`src/pwr_ctl_params.svh`:
```
// Function
// - Low-driver field: 00 off, 11 on
// - Normal regulator low-driver needs bit and 11
// - Low-power regulator low-driver needs bit and 11
// - Backup writes blocked unless enable bit set
// - Threshold codes map ascending 2.1V to 3.1V
// - Detector runs only while enabled
// - Lock makes detector fields read-only
// - Standby clear strobe clears flag, reads 0
// - Wakeup clear strobe clears flag, reads 0
// - Deep sleep becomes standby when selected
// - Regulator low-power during deep sleep if set
// - Register resets to zero, also on standby wake
// - Standby flag set after standby, sticky
// - Wakeup flag set on any wakeup event
// Purpose: constants for the power mode control register
// Assumes: 32-bit Avalon-MM word registers
// Notes: byte offsets
`ifndef PWR_CTL_PARAMS_SVH
`define PWR_CTL_PARAMS_SVH
`define PWR_OFS_CTRL 8'h00
`define PWR_OFS_STATUS 8'h04
`define PWR_CTRL_RESET 32'h0000_0000
`define PWR_CTRL_WMASK 32'h000C_0DF3
`define PWR_BIT_LPREG 0
`define PWR_BIT_STBSEL 1
`define PWR_BIT_WUCLR 2
`define PWR_BIT_STBCLR 3
`define PWR_BIT_DETEN 4
`define PWR_POS_THR 5
`define PWR_BIT_BKPWE 8
`define PWR_BIT_LOW_DRIVER_LOWPOWER_REG 10
`define PWR_BIT_LOW_DRIVER_NORMAL_REG 11
`define PWR_POS_LOW_DRIVER_ENABLE_FIELD 18
`define PWR_LOW_DRIVER_ENABLE_FIELD_ON 2'h3
`define PWR_BIT_STANDBY_STATUS_FLAG 1
`define PWR_BIT_WUF 0
`endif

```
`src/pwr_ctl_pkg.sv`:
```
// Purpose: types for the power mode control register
// Assumes: nothing
// Notes: field order matches bit order of the control word
package pwr_ctl_pkg;
	typedef struct packed {
		logic [1:0] low_driver_enable_field;
		logic low_driver_normal_reg;
		logic low_driver_lowpower_reg;
		logic backup_write_enable;
		logic [2:0] detector_threshold;
		logic detector_enable;
		logic standby_select;
		logic regulator_low_power;
	} ctrl_t;
	typedef enum logic [1:0] {
		PM_RUN = 2'b00,
		PM_DEEP = 2'b01,
		PM_STANDBY = 2'b10
	} pmode_t;
endpackage

```
`src/power_mode_control.sv`:
```
// Purpose: power mode control register with sleep mode decode
// Assumes: core holds deep-sleep request level while asleep
// Notes: standby wake reset is a one-cycle input pulse
`timescale 1ns/100ps
`include "pwr_ctl_params.svh"
module power_mode_control (
	input wire logic ref_clk_in,
	input wire logic arst_n_in,
	input wire logic [7:0] avs_address_in,
	input wire logic avs_read_in,
	input wire logic avs_write_in,
	input wire logic [31:0] avs_writedata_in,
	input wire logic [3:0] avs_byteenable_in,
	output logic [31:0] avs_readdata_out,
	output logic avs_waitrequest_out,
	input wire logic cpu_deep_sleep_request_in,
	input wire logic standby_wake_in,
	input wire logic standby_done_in,
	input wire logic wakeup_event_in,
	input wire logic detector_config_lock_in,
	input wire logic low_voltage_in,
	input wire logic backup_write_req_in,
	output logic backup_write_ok_out,
	output logic [1:0] power_mode_out,
	output logic regulator_low_power_out,
	output logic low_driver_normal_out,
	output logic low_driver_lowpower_out,
	output logic detector_enable_out,
	output logic [2:0] detector_threshold_out,
	output logic standby_status_flag_out,
	output logic wakeup_status_flag_out,
	output logic low_voltage_flag_out
);
	pwr_ctl_pkg::ctrl_t ctrl_q;
	logic ack_q;
	logic standby_status_flag_q;
	logic wuf_q;
	logic lvdf_q;
	logic [31:0] wmask;
	logic wr_ctrl;
	logic wr_stbclr;
	logic wr_wuclr;
	logic ld_on;
	logic [31:0] rd_d;

	function automatic logic [31:0] be_mask(input logic [3:0] be);
		be_mask = {{8{be[3]}}, {8{be[2]}}, {8{be[1]}}, {8{be[0]}}};
	endfunction

	function automatic logic [31:0] ctrl_word(input pwr_ctl_pkg::ctrl_t c);
		logic [31:0] w;
		w = `PWR_CTRL_RESET;
		w[`PWR_POS_LOW_DRIVER_ENABLE_FIELD +: 2] = c.low_driver_enable_field;
		w[`PWR_BIT_LOW_DRIVER_NORMAL_REG] = c.low_driver_normal_reg;
		w[`PWR_BIT_LOW_DRIVER_LOWPOWER_REG] = c.low_driver_lowpower_reg;
		w[`PWR_BIT_BKPWE] = c.backup_write_enable;
		w[`PWR_POS_THR +: 3] = c.detector_threshold;
		w[`PWR_BIT_DETEN] = c.detector_enable;
		w[`PWR_BIT_STBSEL] = c.standby_select;
		w[`PWR_BIT_LPREG] = c.regulator_low_power;
		ctrl_word = w;
	endfunction

	// One wait cycle per access; answer on the second edge
	always_ff @(posedge ref_clk_in or negedge arst_n_in)
	begin
		if (!arst_n_in)
			ack_q <= 1'b0;
		else
			ack_q <= (avs_read_in || avs_write_in) && !ack_q;
	end

	// Registered so the bus sees a clean flop output; high out of reset
	always_ff @(posedge ref_clk_in or negedge arst_n_in)
	begin
		if (!arst_n_in)
			avs_waitrequest_out <= 1'b1;
		else
			avs_waitrequest_out <= !((avs_read_in || avs_write_in) && !ack_q);
	end

	assign wmask = be_mask(avs_byteenable_in);
	assign wr_ctrl = avs_write_in && ack_q && (avs_address_in == `PWR_OFS_CTRL);
	assign wr_stbclr = wr_ctrl && wmask[`PWR_BIT_STBCLR] && avs_writedata_in[`PWR_BIT_STBCLR];
	assign wr_wuclr = wr_ctrl && wmask[`PWR_BIT_WUCLR] && avs_writedata_in[`PWR_BIT_WUCLR];

	// Zero on reset and on standby wake
	always_ff @(posedge ref_clk_in or negedge arst_n_in)
	begin
		if (!arst_n_in)
			ctrl_q <= '0;
		else if (standby_wake_in)
			ctrl_q <= '0;
		else if (wr_ctrl)
		begin
			if (wmask[`PWR_POS_LOW_DRIVER_ENABLE_FIELD])
				ctrl_q.low_driver_enable_field <= avs_writedata_in[`PWR_POS_LOW_DRIVER_ENABLE_FIELD +: 2];
			if (wmask[`PWR_BIT_LOW_DRIVER_NORMAL_REG])
			begin
				ctrl_q.low_driver_normal_reg <= avs_writedata_in[`PWR_BIT_LOW_DRIVER_NORMAL_REG];
				ctrl_q.low_driver_lowpower_reg <= avs_writedata_in[`PWR_BIT_LOW_DRIVER_LOWPOWER_REG];
				ctrl_q.backup_write_enable <= avs_writedata_in[`PWR_BIT_BKPWE];
			end
			if (wmask[`PWR_BIT_LPREG])
			begin
				ctrl_q.standby_select <= avs_writedata_in[`PWR_BIT_STBSEL];
				ctrl_q.regulator_low_power <= avs_writedata_in[`PWR_BIT_LPREG];
				if (!detector_config_lock_in)
				begin
					ctrl_q.detector_enable <= avs_writedata_in[`PWR_BIT_DETEN];
					ctrl_q.detector_threshold <= avs_writedata_in[`PWR_POS_THR +: 3];
				end
			end
		end
	end

	// Standby flag sticky, set beats clear
	always_ff @(posedge ref_clk_in or negedge arst_n_in)
	begin
		if (!arst_n_in)
			standby_status_flag_q <= 1'b0;
		else if (standby_done_in)
			standby_status_flag_q <= 1'b1;
		else if (wr_stbclr)
			standby_status_flag_q <= 1'b0;
	end

	// Wakeup flag sticky, set beats clear
	always_ff @(posedge ref_clk_in or negedge arst_n_in)
	begin
		if (!arst_n_in)
			wuf_q <= 1'b0;
		else if (wakeup_event_in)
			wuf_q <= 1'b1;
		else if (wr_wuclr)
			wuf_q <= 1'b0;
	end

	always_ff @(posedge ref_clk_in or negedge arst_n_in)
	begin
		if (!arst_n_in)
			lvdf_q <= 1'b0;
		else
			lvdf_q <= ctrl_q.detector_enable && low_voltage_in;
	end

	// Only code 11 enables; reserved codes act as 00
	assign ld_on = (ctrl_q.low_driver_enable_field == `PWR_LOW_DRIVER_ENABLE_FIELD_ON);

	always_comb
	begin
		rd_d = 32'h0000_0000;
		if (avs_address_in == `PWR_OFS_CTRL)
			rd_d = ctrl_word(ctrl_q);
		else if (avs_address_in == `PWR_OFS_STATUS)
		begin
			rd_d[`PWR_BIT_WUF] = wuf_q;
			rd_d[`PWR_BIT_STANDBY_STATUS_FLAG] = standby_status_flag_q;
			rd_d[2] = lvdf_q;
		end
	end

	// Outputs registered; mode follows request by one cycle
	always_ff @(posedge ref_clk_in or negedge arst_n_in)
	begin
		if (!arst_n_in)
		begin
			avs_readdata_out <= 32'h0000_0000;
			power_mode_out <= pwr_ctl_pkg::PM_RUN;
			regulator_low_power_out <= 1'b0;
			low_driver_normal_out <= 1'b0;
			low_driver_lowpower_out <= 1'b0;
			detector_enable_out <= 1'b0;
			detector_threshold_out <= 3'h0;
			backup_write_ok_out <= 1'b0;
			standby_status_flag_out <= 1'b0;
			wakeup_status_flag_out <= 1'b0;
			low_voltage_flag_out <= 1'b0;
		end
		else
		begin
			avs_readdata_out <= (avs_read_in && !ack_q) ? rd_d : 32'h0000_0000;
			if (!cpu_deep_sleep_request_in)
				power_mode_out <= pwr_ctl_pkg::PM_RUN;
			else if (ctrl_q.standby_select)
				power_mode_out <= pwr_ctl_pkg::PM_STANDBY;
			else
				power_mode_out <= pwr_ctl_pkg::PM_DEEP;
			regulator_low_power_out <= cpu_deep_sleep_request_in && !ctrl_q.standby_select
				&& ctrl_q.regulator_low_power;
			low_driver_normal_out <= ld_on && ctrl_q.low_driver_normal_reg
				&& !ctrl_q.regulator_low_power;
			low_driver_lowpower_out <= ld_on && ctrl_q.low_driver_lowpower_reg
				&& ctrl_q.regulator_low_power;
			// Threshold code passed to analog, ascending
			detector_threshold_out <= ctrl_q.detector_threshold;
			detector_enable_out <= ctrl_q.detector_enable;
			backup_write_ok_out <= backup_write_req_in && ctrl_q.backup_write_enable;
			standby_status_flag_out <= standby_status_flag_q;
			wakeup_status_flag_out <= wuf_q;
			low_voltage_flag_out <= lvdf_q;
		end
	end

	a_backup_gate: assert property (@(posedge ref_clk_in) disable iff (!arst_n_in)
		backup_write_ok_out |-> $past(ctrl_q.backup_write_enable))
		else $error("backup write passed while disabled");
	a_lock_holds: assert property (@(posedge ref_clk_in) disable iff (!arst_n_in)
		(detector_config_lock_in && !standby_wake_in) |=> $stable(ctrl_q.detector_threshold))
		else $error("locked threshold changed");
	a_stb_clear: assert property (@(posedge ref_clk_in) disable iff (!arst_n_in)
		(wr_stbclr && !standby_done_in) |=> !standby_status_flag_q ##1 !standby_status_flag_out)
		else $error("standby flag not cleared");
	a_wu_clear: assert property (@(posedge ref_clk_in) disable iff (!arst_n_in)
		(wr_wuclr && !wakeup_event_in) |=> !wuf_q)
		else $error("wakeup flag not cleared");
	a_standby_mode: assert property (@(posedge ref_clk_in) disable iff (!arst_n_in)
		(cpu_deep_sleep_request_in && ctrl_q.standby_select)
		|=> power_mode_out == pwr_ctl_pkg::PM_STANDBY)
		else $error("standby not entered");
	a_wake_reset: assert property (@(posedge ref_clk_in) disable iff (!arst_n_in)
		standby_wake_in |=> ctrl_word(ctrl_q) == `PWR_CTRL_RESET)
		else $error("control not reset on wake");
	a_wu_set: assert property (@(posedge ref_clk_in) disable iff (!arst_n_in)
		wakeup_event_in |=> wuf_q ##1 wakeup_status_flag_out)
		else $error("wakeup flag not set");
	a_ld_reserved: assert property (@(posedge ref_clk_in) disable iff (!arst_n_in)
		(ctrl_q.low_driver_enable_field != `PWR_LOW_DRIVER_ENABLE_FIELD_ON)
		|=> !low_driver_normal_out && !low_driver_lowpower_out)
		else $error("low driver on with reserved code");
	a_det_off: assert property (@(posedge ref_clk_in) disable iff (!arst_n_in)
		!ctrl_q.detector_enable |=> !lvdf_q)
		else $error("detector active while disabled");
	// Bus answer after one wait cycle
	a_wait_single: assert property (@(posedge ref_clk_in) disable iff (!arst_n_in)
		((avs_read_in || avs_write_in) && !ack_q) |=> !avs_waitrequest_out)
		else $error("bus answer missing");
	// Answer stands one cycle only
	a_wait_release: assert property (@(posedge ref_clk_in) disable iff (!arst_n_in)
		!avs_waitrequest_out |=> avs_waitrequest_out)
		else $error("waitrequest low too long");
	// Read data idle at zero
	a_rdata_idle: assert property (@(posedge ref_clk_in) disable iff (!arst_n_in)
		!avs_read_in |=> avs_readdata_out == 32'h0000_0000)
		else $error("read data not idle");
	a_deep_mode: assert property (@(posedge ref_clk_in) disable iff (!arst_n_in)
		(cpu_deep_sleep_request_in && !ctrl_q.standby_select) |=> power_mode_out == pwr_ctl_pkg::PM_DEEP)
		else $error("deep sleep not entered");
	a_run_mode: assert property (@(posedge ref_clk_in) disable iff (!arst_n_in)
		!cpu_deep_sleep_request_in |=> power_mode_out == pwr_ctl_pkg::PM_RUN)
		else $error("run mode not restored");
	a_lp_on: assert property (@(posedge ref_clk_in) disable iff (!arst_n_in)
		(cpu_deep_sleep_request_in && !ctrl_q.standby_select && ctrl_q.regulator_low_power) |=> regulator_low_power_out)
		else $error("regulator not low power");
	a_lp_off: assert property (@(posedge ref_clk_in) disable iff (!arst_n_in)
		!ctrl_q.regulator_low_power |=> !regulator_low_power_out)
		else $error("regulator low power while bit clear");
	a_lp_standby: assert property (@(posedge ref_clk_in) disable iff (!arst_n_in)
		ctrl_q.standby_select |=> !regulator_low_power_out)
		else $error("regulator low power in standby");
	a_ld_normal: assert property (@(posedge ref_clk_in) disable iff (!arst_n_in)
		(ld_on && ctrl_q.low_driver_normal_reg && !ctrl_q.regulator_low_power) |=> low_driver_normal_out)
		else $error("normal low driver missing");
	a_ld_normal_off: assert property (@(posedge ref_clk_in) disable iff (!arst_n_in)
		!ctrl_q.low_driver_normal_reg |=> !low_driver_normal_out)
		else $error("normal low driver without bit");
	a_ld_lowpower: assert property (@(posedge ref_clk_in) disable iff (!arst_n_in)
		(ld_on && ctrl_q.low_driver_lowpower_reg && ctrl_q.regulator_low_power) |=> low_driver_lowpower_out)
		else $error("low-power low driver missing");
	a_ld_lowpower_off: assert property (@(posedge ref_clk_in) disable iff (!arst_n_in)
		!ctrl_q.low_driver_lowpower_reg |=> !low_driver_lowpower_out)
		else $error("low-power low driver without bit");
	a_backup_pass: assert property (@(posedge ref_clk_in) disable iff (!arst_n_in)
		(backup_write_req_in && ctrl_q.backup_write_enable) |=> backup_write_ok_out)
		else $error("backup write refused while enabled");
	a_backup_block: assert property (@(posedge ref_clk_in) disable iff (!arst_n_in)
		!ctrl_q.backup_write_enable |=> !backup_write_ok_out)
		else $error("backup write passed while blocked");
	a_thr_copy: assert property (@(posedge ref_clk_in) disable iff (!arst_n_in)
		1'b1 |=> detector_threshold_out == $past(ctrl_q.detector_threshold))
		else $error("threshold code altered");
	a_det_on: assert property (@(posedge ref_clk_in) disable iff (!arst_n_in)
		ctrl_q.detector_enable |=> detector_enable_out)
		else $error("detector enable lost");
	a_det_follow: assert property (@(posedge ref_clk_in) disable iff (!arst_n_in)
		(ctrl_q.detector_enable && low_voltage_in) |=> lvdf_q)
		else $error("low voltage not reported");
	a_lock_enable: assert property (@(posedge ref_clk_in) disable iff (!arst_n_in)
		(detector_config_lock_in && !standby_wake_in) |=> $stable(ctrl_q.detector_enable))
		else $error("locked enable changed");
	a_stb_set: assert property (@(posedge ref_clk_in) disable iff (!arst_n_in)
		standby_done_in |=> standby_status_flag_q ##1 standby_status_flag_out)
		else $error("standby flag not set");
	a_stb_hold: assert property (@(posedge ref_clk_in) disable iff (!arst_n_in)
		(standby_status_flag_q && !wr_stbclr) |=> standby_status_flag_q)
		else $error("standby flag lost");
	a_wu_hold: assert property (@(posedge ref_clk_in) disable iff (!arst_n_in)
		(wuf_q && !wr_wuclr) |=> wuf_q)
		else $error("wakeup flag lost");
	a_stb_read: assert property (@(posedge ref_clk_in) disable iff (!arst_n_in)
		(avs_read_in && !ack_q && avs_address_in == `PWR_OFS_STATUS) |=> avs_readdata_out[`PWR_BIT_STANDBY_STATUS_FLAG] == $past(standby_status_flag_q))
		else $error("standby flag read wrong");
	a_wu_read: assert property (@(posedge ref_clk_in) disable iff (!arst_n_in)
		(avs_read_in && !ack_q && avs_address_in == `PWR_OFS_STATUS) |=> avs_readdata_out[`PWR_BIT_WUF] == $past(wuf_q))
		else $error("wakeup flag read wrong");
endmodule

```
`config.mk`:
```
export PLATFORM = sky130hd
export DESIGN_NAME = power_mode_control
export DESIGN_NICKNAME = d
export VERILOG_FILES = /design/src/pwr_ctl_pkg.sv /design/src/power_mode_control.sv
export VERILOG_INCLUDE_DIRS = /design/src /design/src/src
export SDC_FILE = /design/constraint.sdc
export NUM_CORES = 1
export LEC_CHECK = 0
export BUFFER_PORTS_ARGS = -buffer_cell sky130_fd_sc_hd__clkbuf_2
export CAP_MARGIN = 5
export CORE_AREA = 3 3 72 74
export CTS_BUF_LIST = sky130_fd_sc_hd__clkbuf_16
export DETAILED_ROUTE_END_ITERATION = 8
export DIE_AREA = 0 0 75 77
export PLACE_DENSITY = 0.73
export SLEW_MARGIN = 20
export SYNTH_ARGS = -nofsm -noshare
export SYNTH_HDL_FRONTEND = slang
export SYNTH_SLANG_ARGS = --single-unit
```
`constraint.sdc`:
```
create_clock -name ref_clk_in -period 1.2 [get_ports ref_clk_in]
set_clock_uncertainty 0.15 [all_clocks]
set_input_delay 0.24 -clock ref_clk_in [delete_from_list [all_inputs] [get_ports ref_clk_in]]
set_output_delay 0.24 -clock ref_clk_in [all_outputs]
set_load 0.05 [all_outputs]
```
# Word level (Yosys, flattened, before mapping)
# Index checks and enable logic that the tools add are counted.
# word_totals
ff_bits,61
latch_bits,0
ramBits,0
mem_bits_ro,0
input_bits,55
out_inout_bits,46
word_cells,74
memories,0
# op_classes
add_sub_neg,0
n_mul,0
div_mod_pow,0
magnitude_cmp,0
eq_ne,3
shifts,0
mux,16
bitwise,0
reduce_logical,31
# op_table
cell,count
two-way mux 32 bit,1
two-way mux 11 bit,2
two-way mux 17 bit,1
logical AND 1 bit,15
nonzero test 2 bit,6
two-way mux 3 bit,3
== test 8 x 3 -> 1 bit (second input constant),1
zero test 8 bit,1
two-way mux 2 bit,3
two-way mux 6 bit,1
AND reduction 2 bit,3
zero test 1 bit,4
two-way mux 1 bit,4
two-way mux 4 bit,1
AND reduction 3 bit,1
== test 2 bit (second input constant),1
inequality test 2 bit (second input constant),1
logical OR 1 bit,1

# Depth between registers and ports, before layout
# Gate-level depths: netlist of the first run.
# depth
depth_word,6
mapped_depth,4
mapped_depth_nobuf,3

# Least setup slack after synthesis of the first run
# Ideal clock, no wire load.
# synth_path
path_kind,input port to flip-flop
start,input port avs_address_in[4]
end,register ctrl_q[2] (netlist bit)
setup_time_ns,0.079
t_arrival_ns,1.080
required_ns,0.971
slack_ns,-0.109
cell_stages,4
path_buffers,1
path_cell_list,nor4_4 > and4_1 > buf_6 > mux2i_1
# synth_via
elab_chain_len,4
# synth_rtl
element,line_no,text
"start, declared",power_mode_control.sv:9,"input wire logic [7:0] avs_address_in,"
zero test 8 bit (no line),-,
logical AND 1 bit,power_mode_control.sv:83,assign wr_ctrl = avs_write_in && ack_q && (avs_address_in == `PWR_OFS_CTRL);
nonzero test 2 bit (no line),-,
AND reduction 3 bit (no line),-,
"end, declared",power_mode_control.sv:34,pwr_ctl_pkg::ctrl_t ctrl_q;
# No other way between the ends.
# A chain may end at the register's enable or synchronous reset.

# Worst setup path in the final report of the first run
# layout_path
start,register avs_waitrequest_out
end,output port avs_waitrequest_out
# layout_lines
element,line_no,text
"start, declared",power_mode_control.sv:15,"output logic avs_waitrequest_out,"
"start signal, assigned",power_mode_control.sv:79,avs_waitrequest_out <= !((avs_read_in || avs_write_in) && !ack_q);
# No word-level cell between the ends.

==> results of run 1 <==
[how the worst max path moves through the flow]
stage,endpoint,depth (start not counted)
after floorplan,ctrl_q[2]$_DFFE_PN0P_,4
after global routing,avs_waitrequest_out,1
after CTS,avs_waitrequest_out,1
after detailed placement,ctrl_q[5]$_DFFE_PN0P_,4
final,avs_waitrequest_out,1
after global placement,ctrl_q[3]$_DFFE_PN0P_,4
[stage by stage]
stage	instances	util [%]
floorplan	161	-
global placement	257	44.46
detailed placement	257	44.46
CTS	267	53.21
global route	267	54.01
finish	267	54.01
[metal layers]
layer	global-route usage [%]	vias up	wire length [µm]
met5	0	-	0
met4	5.872	0	64
met3	3.539	6	256
met2	20.03	47	1784
met1	14.27	532	1248
li1	-	558	-
[kinds of logic (layout without fill, tap and decap cells)]
logic type | after synthesis | count (layout) | share of synthesized area [%]
and+or+nand+nor | 57 | 57 | 21.81
DFF | 41 | 41 | 58.52
buffers and inverters | 28 | 80 | 11.33
muxes | 13 | 13 | 7.412
AOI/OAI and AO/OA | 2 | 2 | 0.7126
other | 1 | 20 | 0.2136
[cell type report]
| cell class | instances | area [µm²] | share of cell area, % |
|---|---|---|---|
| timing repair buffer | 69 | 665.6 | 26.44 |
| clock buffer | 5 | 125.1 | 4.970 |
| inverter | 3 | 11.26 | 0.4473 |
| multi-input combinational | 92 | 609.3 | 24.20 |
| clock inverter | 3 | 11.26 | 0.4473 |
| sequential | 41 | 1027 | 40.81 |
| tap | 54 | 67.56 | 2.684 |
[cells in the final DEF (no fill, tap or decap), types with 5 or more instances in the layout]
cell and n:
mux2i_1 13, and2_1 13, inv_1 5, nor2_1 6, buf_8 25, clkbuf_16 6, buf_4 5, nand2b_1 20
conb_1 20, clkbuf_2 33, dfrtp_1 40
[power by group through the flow]
stage	Clock (W)	Sequential, W	Combinational, W
finish	0.00121	0.00140	0.000352
global route	0.00129	0.00140	0.000378
floorplan	0	0.00145	0.000234
global placement	0	0.00142	0.000325
detailed placement	0	0.00142	0.000326
CTS	0.00125	0.00140	0.000351
[state kept, by name, indices dropped and copies added, names as in the netlist]
name and flops:
low_voltage_flag_out 1, standby_status_flag_out 1, ack_q 1, regulator_low_power_out 1
backup_write_ok_out 1, avs_waitrequest_out 1, power_mode_out 2, avs_readdata_out 12
wuf_q 1, low_driver_lowpower_out 1, wakeup_status_flag_out 1, detector_enable_out 1
detector_threshold_out 3, lvdf_q 1, standby_status_flag_q 1, ctrl_q 11
low_driver_normal_out 1
[cell usage after synthesis (2+ instances only)]
master / n / area, µm²
a31oi_1: 2 / 12.51
and2_1: 13 / 81.33
and4_1: 3 / 26.28
and4b_1: 2 / 20.02
buf_4: 21 / 157.7
buf_6: 2 / 22.52
clkbuf_1: 2 / 7.510
dfrtp_1: 40 / 1001
inv_1: 3 / 11.26
mux2i_1: 13 / 130.1
nand2b_1: 20 / 125.1
nand4_1: 2 / 12.51
nor2_1: 6 / 22.52
nor2b_1: 3 / 18.77
or2b_1: 2 / 15.01
[repair_timing]
item / 4_1_cts / 5_1_grt
endpoints found under the setup margin: 47 / 48
hold buffers: 2 / 0
gates resized for setup: 60 / 27
pin swaps: 4 / 2
endpoints found under the hold margin: 41 / 0
==> results by group, run 1 <==
Power
  • Logic pwr share: 11.8%
  • Clock Power Share: 40.9%
  • Leak: 1.295 nW
  • Sw power: 0.0007173 W
  • Sw frac: 24.15%
  • Maximum VDD drop: 0.4956 mV
  • Power Density: 1180 mW/mm²
  • Reg power frac: 47.3%
  • Cell Int Power: 0.002253 W
  • Total power: 0.002971 W

Critical path
  • R2r endpoint: ctrl_q[2]$_DFFE_PN0P_
  • Arr. time, crit path: 0.97 ns
  • Worst path slowest cell: dfstp_2
  • Reg-to-Reg Start: ack_q$_DFF_PN0_
  • Path depth of the worst reg2reg path: 3
  • Top delay family on crit path: flip-flops
  • CP Launch Type: register
  • Critical path data required time: 0.81 ns
  • Type of the worst setup path: register to output port
  • Critical path buffers and inverters: 1
  • Worst setup EP type: output port
  • Critical path startpoint: avs_waitrequest_out$_DFF_PN1_
  • CP max FO: 1
  • Critical path cell sequence: clkbuf_16
  • Reg2reg setup slack: -0.10 ns
  • Max incr delay on CP: 0.54 ns

Route
  • Post-Route WL: 3.354 mm
  • DRT antenna net count: 0
  • # DRC: 0
  • Via density: 4.281
  • WL/cell: 12.56 µm
  • First drt pass iteration count: 4
  • Iter 0 DRT Violations: 34
  • Vias: 1143

Floorplanning
  • Effective utilization at floorplan: 37.66%
  • Core area: 0.004661 mm²
  • DIE HEIGHT: 77 µm
  • Die X: 75 µm
  • Num ports: 101
  • Row cnt: 25
  • Die ar.: 0.005775 mm²

Yosys
  • Yosys reg bits: 41
  • Mapped Avg Cell Area: 12.36 µm²
  • Yosys warnings: 0
  • Mapped Area: 0.001755 mm²
  • Most used DFF post-synth: dfrtp_1
  • Synth async-reset ratio: 100.0%
  • Count of mapped cells out of synthesis: 142
  • Post-synth EDFFs: 0
  • Synth unique cells: 23
  • Seq/Total Area, Yosys: 58.52%

Worst hold path
  • Hold path start: avs_writedata_in[3]
  • Depth of the worst hold-timing path: 2
  • Hold Crit Endpoint: standby_status_flag_q$_DFFE_PN0P_
  • Hold Path Class: primary input to register

Layout
  • N_diodes: 0
  • Area grow syn2layout: 43.41%
  • Fin area: 0.002517 mm²
  • Nets: 267
  • Filler cells: 390
  • Layout cells sized above 1: 37.56%

Place
  • Placed cell area: 0.002072 mm²
  • Routability cong.: 0.7672
  • DP Wirelength: 2.395 mm
  • Placement Setup Slack: -0.3567 ns
  • Port Buffers: 60

Clock tree
  • Clock sink count: 41
  • CTS clock-pin slew for the worst setup and hold paths: 0.05 ns
  • Post-CTS setup buffers: 0
  • CTS tree: built
  • Worst skew pair latency: 0.28 ns
  • H-tree levels: 2
  • Clock Tree Buf Depth: 2
  • Clock Tree Root: clkbuf_16
  • Num CTS Buffers: 5

STA
  • Fin crit period: 1.361 ns
  • Final hold violations: 0
  • Period utilization: 113.4%
  • Unrepaired setup endpoints after global routing: yes
  • Setup ws final: -0.1607 ns
  • Sum of negative setup slack: -1.063 ns
  • Max Slew Vio Count: 0
  • Worst hold slack: 0.01446 ns
  • Endpoints failing setup: 31
  • FMAX: 0.7349 GHz

Status
  • Status: finished, violations left
  • Failing checks: negative setup slack

Global routing
  • Total gr overflow: 0
  • Vias in the first global route: 1128
  • First-pass GRT wire length: 5.326 mm
  • Initial antenna violation count: 0
  • All-Layer GR Usage: 12.23%
  • Largest net degree at the start of global routing: 42

Job
  • Max-Cap Viols: 0
Note: power is estimated with default switching activity, not from simulation.
==> run 2, diff against run 1 <==
--- a/config.mk
+++ b/config.mk
@@ -6,13 +6,16 @@
 export SDC_FILE = /design/constraint.sdc
 export NUM_CORES = 1
 export LEC_CHECK = 0
+export ABC_AREA = 1
+export ABC_CLOCK_PERIOD_IN_PS = 1200
 export BUFFER_PORTS_ARGS = -buffer_cell sky130_fd_sc_hd__clkbuf_2
 export CAP_MARGIN = 5
-export CORE_AREA = 3 3 72 74
+export CORE_AREA = 3 3 71 73
 export CTS_BUF_LIST = sky130_fd_sc_hd__clkbuf_16
+export CTS_CLUSTER_SIZE = 8
 export DETAILED_ROUTE_END_ITERATION = 8
-export DIE_AREA = 0 0 75 77
-export PLACE_DENSITY = 0.73
+export DIE_AREA = 0 0 74 76
+export PLACE_DENSITY = 0.74
 export SLEW_MARGIN = 20
 export SYNTH_ARGS = -nofsm -noshare
 export SYNTH_HDL_FRONTEND = slang
==> run 2 against run 1 <==
  * The run still ends with negative setup slack left
  * Die area decreased by 2.6%
  * Total power increased by 9.6%
  * First-iteration DRC count increased to 2.9 times the previous value
  * Combinational power increased by 58%
  * Via count increased by 26%
  * Synthesized area decreased by 0.36%
  * Final area increased by 6.5%
  * Final cell count increased by 19%
  * Synthesized cell count increased by 30%
  * Routed wire length increased by 30%
  * Non-clock buffer count increased by 5
  * Core utilization increased by 6.7 points
  * Largest cell class unchanged
  * Highest routed layer unchanged
==> results by group, run 2 <==
Layout
  • Area grow syn2layout: 53.22%
  • Filler cells: 351
  • Max reg flops: 12
  • Fin area: 0.002680 mm²
  • Layout cells sized above 1: 42.86%
  • Top reg by flops: avs_readdata_out
  • Biggest regs: avs_readdata_out (12), ctrl_q (11), detector_threshold_out (3)
  • Nets: 320
  • N_diodes: 0
  • Most frequent cells in the layout: dfrtp_1, clkbuf_2, nand2_1
  • Leading cell type in the layout, fill and taps excluded: dfrtp_1

STA
  • Fin crit period: 1.358 ns
  • FMAX: 0.7366 GHz
  • Max Slew Vio Count: 0
  • Period utilization: 113.1%
  • Final hold violations: 0
  • Unrepaired setup endpoints after global routing: yes
  • Endpoints failing setup: 36
  • Setup ws final: -0.1576 ns

Yosys
  • Count of mapped cells out of synthesis: 185
  • Mapped Avg Cell Area: 9.455 µm²
  • Most used DFF post-synth: dfrtp_1
  • Synth top area cells: dfrtp_1, buf_4, nand2_1
  • Top-area cell type share of the netlist area: 57.22%
  • Seq/Total Area, Yosys: 58.73%
  • Yosys warnings: 0
  • Yosys reg bits: 41
  • Post-synth EDFFs: 0
  • Synth unique cells: 21
  • Most frequent cell after synthesis: dfrtp_1
  • Leading area contributor after synthesis: dfrtp_1
  • Commonest cells in the netlist: dfrtp_1, nand2_1, nor2_1
  • Synth async-reset ratio: 100.0%
  • Mapped Area: 0.001749 mm²

Clock tree
  • Clock sink count: 41
  • CTS tree: built
  • H-tree levels: 2
  • Worst skew pair latency: 0.28 ns
  • CTS clock-pin slew for the worst setup and hold paths: 0.05 ns
  • Num CTS Buffers: 5
  • Clock Tree Buf Depth: 2
  • Clock Tree Root: clkbuf_16

Power
  • Logic pwr share: 17.1%
  • Cell Int Power: 0.002360 W
  • Maximum VDD drop: 0.6081 mV
  • Clock Power Share: 37.9%
  • Leak: 1.437 nW
  • Sw frac: 27.49%
  • Sw power: 0.0008949 W
  • Total power: 0.003255 W
  • Power Density: 1214 mW/mm²
  • Reg power frac: 45.0%

Floorplanning
  • Effective utilization at floorplan: 39.63%
  • Row cnt: 24
  • DIE HEIGHT: 76 µm
  • Num ports: 101
  • Die X: 74 µm
  • Core area: 0.004414 mm²
  • Die ar.: 0.005624 mm²

Route
  • # DRC: 0
  • DRT antenna net count: 0
  • First drt pass iteration count: 4
  • Via density: 4.519
  • Iter 0 DRT Violations: 97
  • Vias: 1437
  • WL/cell: 13.67 µm
  • Post-Route WL: 4.347 mm

Status
  • Status: finished, violations left
  • Failing checks: negative setup slack

Place
  • DP Wirelength: 2.870 mm
  • Routability cong.: 0.7888
  • Placed cell area: 0.002143 mm²
  • Port Buffers: 60

Critical path
  • Worst path slowest cell: dfstp_2
  • Critical path buffers and inverters: 1
  • Worst setup EP type: output port
  • Max incr delay on CP: 0.53 ns
  • CP max FO: 1
  • Critical path data required time: 0.81 ns
  • Top delay family on crit path: flip-flops
  • CP Launch Type: register
  • Arr. time, crit path: 0.97 ns
  • Type of the worst setup path: register to output port
  • Critical path cell sequence: clkbuf_16

Job
  • Max-Cap Viols: 0

Global routing
  • Total gr overflow: 0
  • Initial antenna violation count: 0
  • First-pass GRT wire length: 6.630 mm
  • Vias in the first global route: 1465
  • Largest net degree at the start of global routing: 18
  • All-Layer GR Usage: 15.61%

Worst hold path
  • Hold Path Class: primary input to register
run 2: cell types whose count changed in the layout (fill, tap and decap cells not counted), sizes merged, moves of 3 or more:
cell	before	now
and2	13	0
and4	3	0
buf	33	36
inv	5	27
mux2i	13	0
nand2	1	43
nand2b	20	0
nand3	1	9
nor2	6	31
nor2b	3	0
nor3	1	9
run 2: worst paths after layout:
path / startpoint / to / slack, ns / cells after the start
min in group asynchronous: arst_n_in / ack_q$_DFF_PN0_ / 0.25 / 2
worst min-delay path: wakeup_event_in / wuf_q$_DFFE_PN0P_ / 0.01 / 3
max in group asynchronous: arst_n_in / detector_enable_out$_DFF_PN0_ / 0.26 / 3
worst min register to register: lvdf_q$_DFF_PN0_ / low_voltage_flag_out$_DFF_PN0_ / 0.24 / 0
worst max-delay path: avs_waitrequest_out$_DFF_PN1_ / avs_waitrequest_out / -0.16 / 1
worst max register to register: ack_q$_DFF_PN0_ / avs_readdata_out[2]$_DFF_PN0_ / -0.08 / 5
run 2: stage by stage:
stage,setup WS (ns),util (%),TNS (ns),hold slack [ns],cells
final,-0.1576,60.71,-0.6088,0.009511,318
after detailed placement,-0.1929,48.55,-3.157,0.005083,306
after CTS,-0.1634,58.48,-0.6224,0.01187,317
after floorplan,0.008815,-,0,-0.2056,204
after global routing,-0.1764,60.71,-2.153,0.009169,318
after global placement,-0.1808,48.55,-2.823,0.0006994,306
run 2: final cells by class:
| type | instances | area (µm²) | area share, % |
|---|---|---|---|
| clock inverter | 3 | 11.26 | 0.4202 |
| inverter | 24 | 90.09 | 3.361 |
| multi-input combinational | 119 | 645.6 | 24.09 |
| tap | 52 | 65.06 | 2.428 |
| sequential | 41 | 1027 | 38.33 |
| timing repair buffer | 74 | 715.7 | 26.70 |
| clock buffer | 5 | 125.1 | 4.669 |
run 2: per-layer routing:
metal | track usage, % | part of all wire (%)
met5 | 0 | 0
met4 | 5.978 | 1.4
met3 | 3.826 | 9.1
met2 | 26.68 | 51
met1 | 18.40 | 39
run 2: timing repair:
item                                   in CTS  in global routing
setup endpoints to repair                  34                 41
gates resized for setup                    62                 43
hold buffers                                3                  0
endpoints found under the hold margin      43                  0
pin swaps                                   3                  2
buffers inserted                            0                  1
run 2: power groups by stage:
stage | clock network, W | logic [W] | registers (W)
2_1_floorplan | 0 | 0.000262 | 0.00155
3_3_place_gp | 0 | 0.000462 | 0.00147
3_5_place_dp | 0 | 0.000465 | 0.00148
4_1_cts | 0.00124 | 0.000529 | 0.00146
5_1_grt | 0.00131 | 0.000589 | 0.00147
6_report | 0.00123 | 0.000555 | 0.00146
run 2: logic make-up after synthesis:
group,after synthesis,share of synthesized area (%)
simple gates,96,26.47
buf+inv,44,13.73
flops,41,58.73
compound gates,3,0.8581
other cells,1,0.2144
==> run 3, diff against run 2 <==
--- a/config.mk
+++ b/config.mk
@@ -7,15 +7,16 @@
 export NUM_CORES = 1
 export LEC_CHECK = 0
 export ABC_AREA = 1
-export ABC_CLOCK_PERIOD_IN_PS = 1200
+export ABC_CLOCK_PERIOD_IN_PS = 1400
 export BUFFER_PORTS_ARGS = -buffer_cell sky130_fd_sc_hd__clkbuf_2
 export CAP_MARGIN = 5
-export CORE_AREA = 3 3 71 73
+export CORE_AREA = 3 3 68 70
 export CTS_BUF_LIST = sky130_fd_sc_hd__clkbuf_16
 export CTS_CLUSTER_SIZE = 8
 export DETAILED_ROUTE_END_ITERATION = 8
-export DIE_AREA = 0 0 74 76
-export PLACE_DENSITY = 0.74
+export DIE_AREA = 0 0 71 73
+export PLACE_DENSITY = 0.77
+export REMOVE_ABC_BUFFERS = 1
 export SLEW_MARGIN = 20
 export SYNTH_ARGS = -nofsm -noshare
 export SYNTH_HDL_FRONTEND = slang
==> constraint.sdc (replaced) <==
create_clock -name ref_clk_in -period 1.4 [get_ports ref_clk_in]
set_clock_uncertainty 0.15 [all_clocks]
set_input_delay 0.28 -clock ref_clk_in [delete_from_list [all_inputs] [get_ports ref_clk_in]]
set_output_delay 0.28 -clock ref_clk_in [all_outputs]
set_load 0.05 [all_outputs]
==> run 3 against run 2 <==
  * Largest cell class unchanged
  * The run now ends clean
  * Final area is 15% lower
  * Routed wire length is 20% lower
  * Critical path depth stayed put
  * Combinational power is 30% lower
  * Clock power hardly changed
  * Critical endpoint unchanged
  * Worst setup slack better by 0.18 ns
  * Register-to-register slack better by 0.22 ns
  * Worst hold slack better by 0.021 ns
  * Sequential cell count stayed put
==> results by group, run 3 (synthesis results as in run 2) <==
Floorplanning
  • Num ports: 101
  • Core area: 0.004029 mm²
  • Effective utilization at floorplan: 43.42%
  • Die ar.: 0.005183 mm²
  • Die X: 71 µm
  • DIE HEIGHT: 73 µm
  • Row cnt: 23

Layout
  • Nets: 314
  • Layout cells sized above 1: 34.23%
  • Top reg by flops: avs_readdata_out
  • Post-Layout Cell Count: 310
  • Area grow syn2layout: 30.40%
  • N_diodes: 0
  • Fin util: 56.61%
  • Most frequent cells in the layout: clkbuf_2, dfrtp_1, nand2_1
  • Max reg flops: 12
  • Leading cell type in the layout, fill and taps excluded: clkbuf_2
  • Biggest regs: avs_readdata_out (12), ctrl_q (11), detector_threshold_out (3)

Place
  • DP Wirelength: 2.683 mm
  • Routability cong.: 0.7664
  • Placed Cells: 301
  • Placement Setup Slack: -0.02982 ns
  • Port Buffers: 60

Clock tree
  • Clock Tree Buf Depth: 2
  • Num CTS Buffers: 5
  • CTS clock-pin slew for the worst setup and hold paths: 0.06 ns
  • Clock Tree Root: clkbuf_16
  • Post-CTS setup buffers: 0
  • H-tree levels: 2
  • CTS tree: built
  • Worst skew pair latency: 0.28 ns
  • Clock sink count: 41

STA
  • Worst hold slack: 0.03092 ns
  • Fin crit period: 1.381 ns
  • Max Slew Vio Count: 0
  • Setup ws final: 0.01878 ns
  • Endpoints failing setup: 0
  • FMAX: 0.7240 GHz
  • Unrepaired setup endpoints after global routing: yes
  • Period utilization: 98.66%
  • Final hold violations: 0

Global routing
  • Vias in the first global route: 1343
  • Initial antenna violation count: 0
  • First-pass GRT wire length: 5.768 mm
  • Largest net degree at the start of global routing: 42
  • All-Layer GR Usage: 14.34%
  • Total gr overflow: 0

Power
  • Sw power: 0.0007368 W
  • Logic pwr share: 13.5%
  • Maximum VDD drop: 0.4684 mV
  • Sw frac: 25.54%
  • Reg power frac: 43.2%
  • Leak: 1.333 nW
  • Cell Int Power: 0.002148 W
  • Power Density: 1265 mW/mm²
  • Clock Power Share: 43.4%

Critical path
  • Critical path cell sequence: buf_8
  • Critical path data required time: 0.97 ns
  • Top delay family on crit path: flip-flops
  • Worst setup EP type: output port
  • Arr. time, crit path: 0.95 ns
  • Reg2reg setup slack: 0.14 ns
  • Critical path buffers and inverters: 1
  • CP Launch Type: register
  • Worst path slowest cell: dfstp_2
  • Max incr delay on CP: 0.54 ns
  • CP max FO: 1
  • Type of the worst setup path: register to output port

Status
  • Status: finished clean

Worst hold path
  • Hold Path Class: primary input to register

Route
  • # DRC: 0
  • Metal1 wirelength: 1.353 mm
  • WL/cell: 11.21 µm
  • Met3 wire length: 338 µm
  • DRT antenna net count: 0
  • Post-Route WL: 3.474 mm
  • Top routing layer used: met4
  • Vias: 1343
  • Via density: 4.332
  • Met2 WL: 1.730 mm
  • Iter 0 DRT Violations: 27
  • First drt pass iteration count: 4

Job
  • Max-Cap Viols: 0
run 3: timing repair:
action,in CTS,in global routing
hold buffers,1,0
setup endpoints to repair,1,1
cloned,0,0
endpoints found under the hold margin,40,0
gates resized for setup,2,1
run 3: layout make-up:
| type | count | area [µm²] |
|---|---|---|
| clock buffers | 5 | 125.1 |
| clock inverters | 3 | 37.54 |
| fillers | 380 | 1748 |
| inverters | 24 | 90.09 |
| multi-input cells | 119 | 553.0 |
| flip-flops and latches | 41 | 1027 |
| well taps | 50 | 62.56 |
| repair buffers | 68 | 385.4 |
run 3: final timing paths:
kind	from	endpoint	cells after the start
setup / recovery	avs_waitrequest_out$_DFF_PN1_	avs_waitrequest_out	1
hold / removal	backup_write_req_in	backup_write_ok_out$_DFF_PN0_	3
setup reg to reg	ack_q$_DFF_PN0_	ctrl_q[9]$_DFFE_PN0P_	7
hold reg to reg	lvdf_q$_DFF_PN0_	low_voltage_flag_out$_DFF_PN0_	0
max in group asynchronous	arst_n_in	avs_waitrequest_out$_DFF_PN1_	3
min in group asynchronous	arst_n_in	ctrl_q[5]$_DFFE_PN0P_	3
run 3: per-stage QoR:
stage                     area (µm²)  setup TNS (ns)  total power (W)
after floorplan                 1670               0         0.001510
final                           2281               0         0.002884
after detailed placement        2098         -0.1114         0.001649
after global placement          2098        -0.02467         0.001644
after CTS                       2280       -0.009842         0.002907
after global routing            2281       -0.003944         0.002988
run 3: power by group through the flow:
stage / clock [W] / combinational, W / sequential [W]
6_report: 0.00125 / 0.000389 / 0.00125
4_1_cts: 0.00127 / 0.000391 / 0.00125
5_1_grt: 0.00132 / 0.000416 / 0.00125
3_3_place_gp: 0 / 0.000380 / 0.00126
3_5_place_dp: 0 / 0.000383 / 0.00127
2_1_floorplan: 0 / 0.000179 / 0.00133
run 3: metal layers:
metal | track usage [%] | vias to the layer above
met1 | 15.68 | 603
met3 | 5.096 | 6
met4 | 5.010 | 0
li1 | - | 674
met2 | 25.75 | 60
met5 | 0 | -
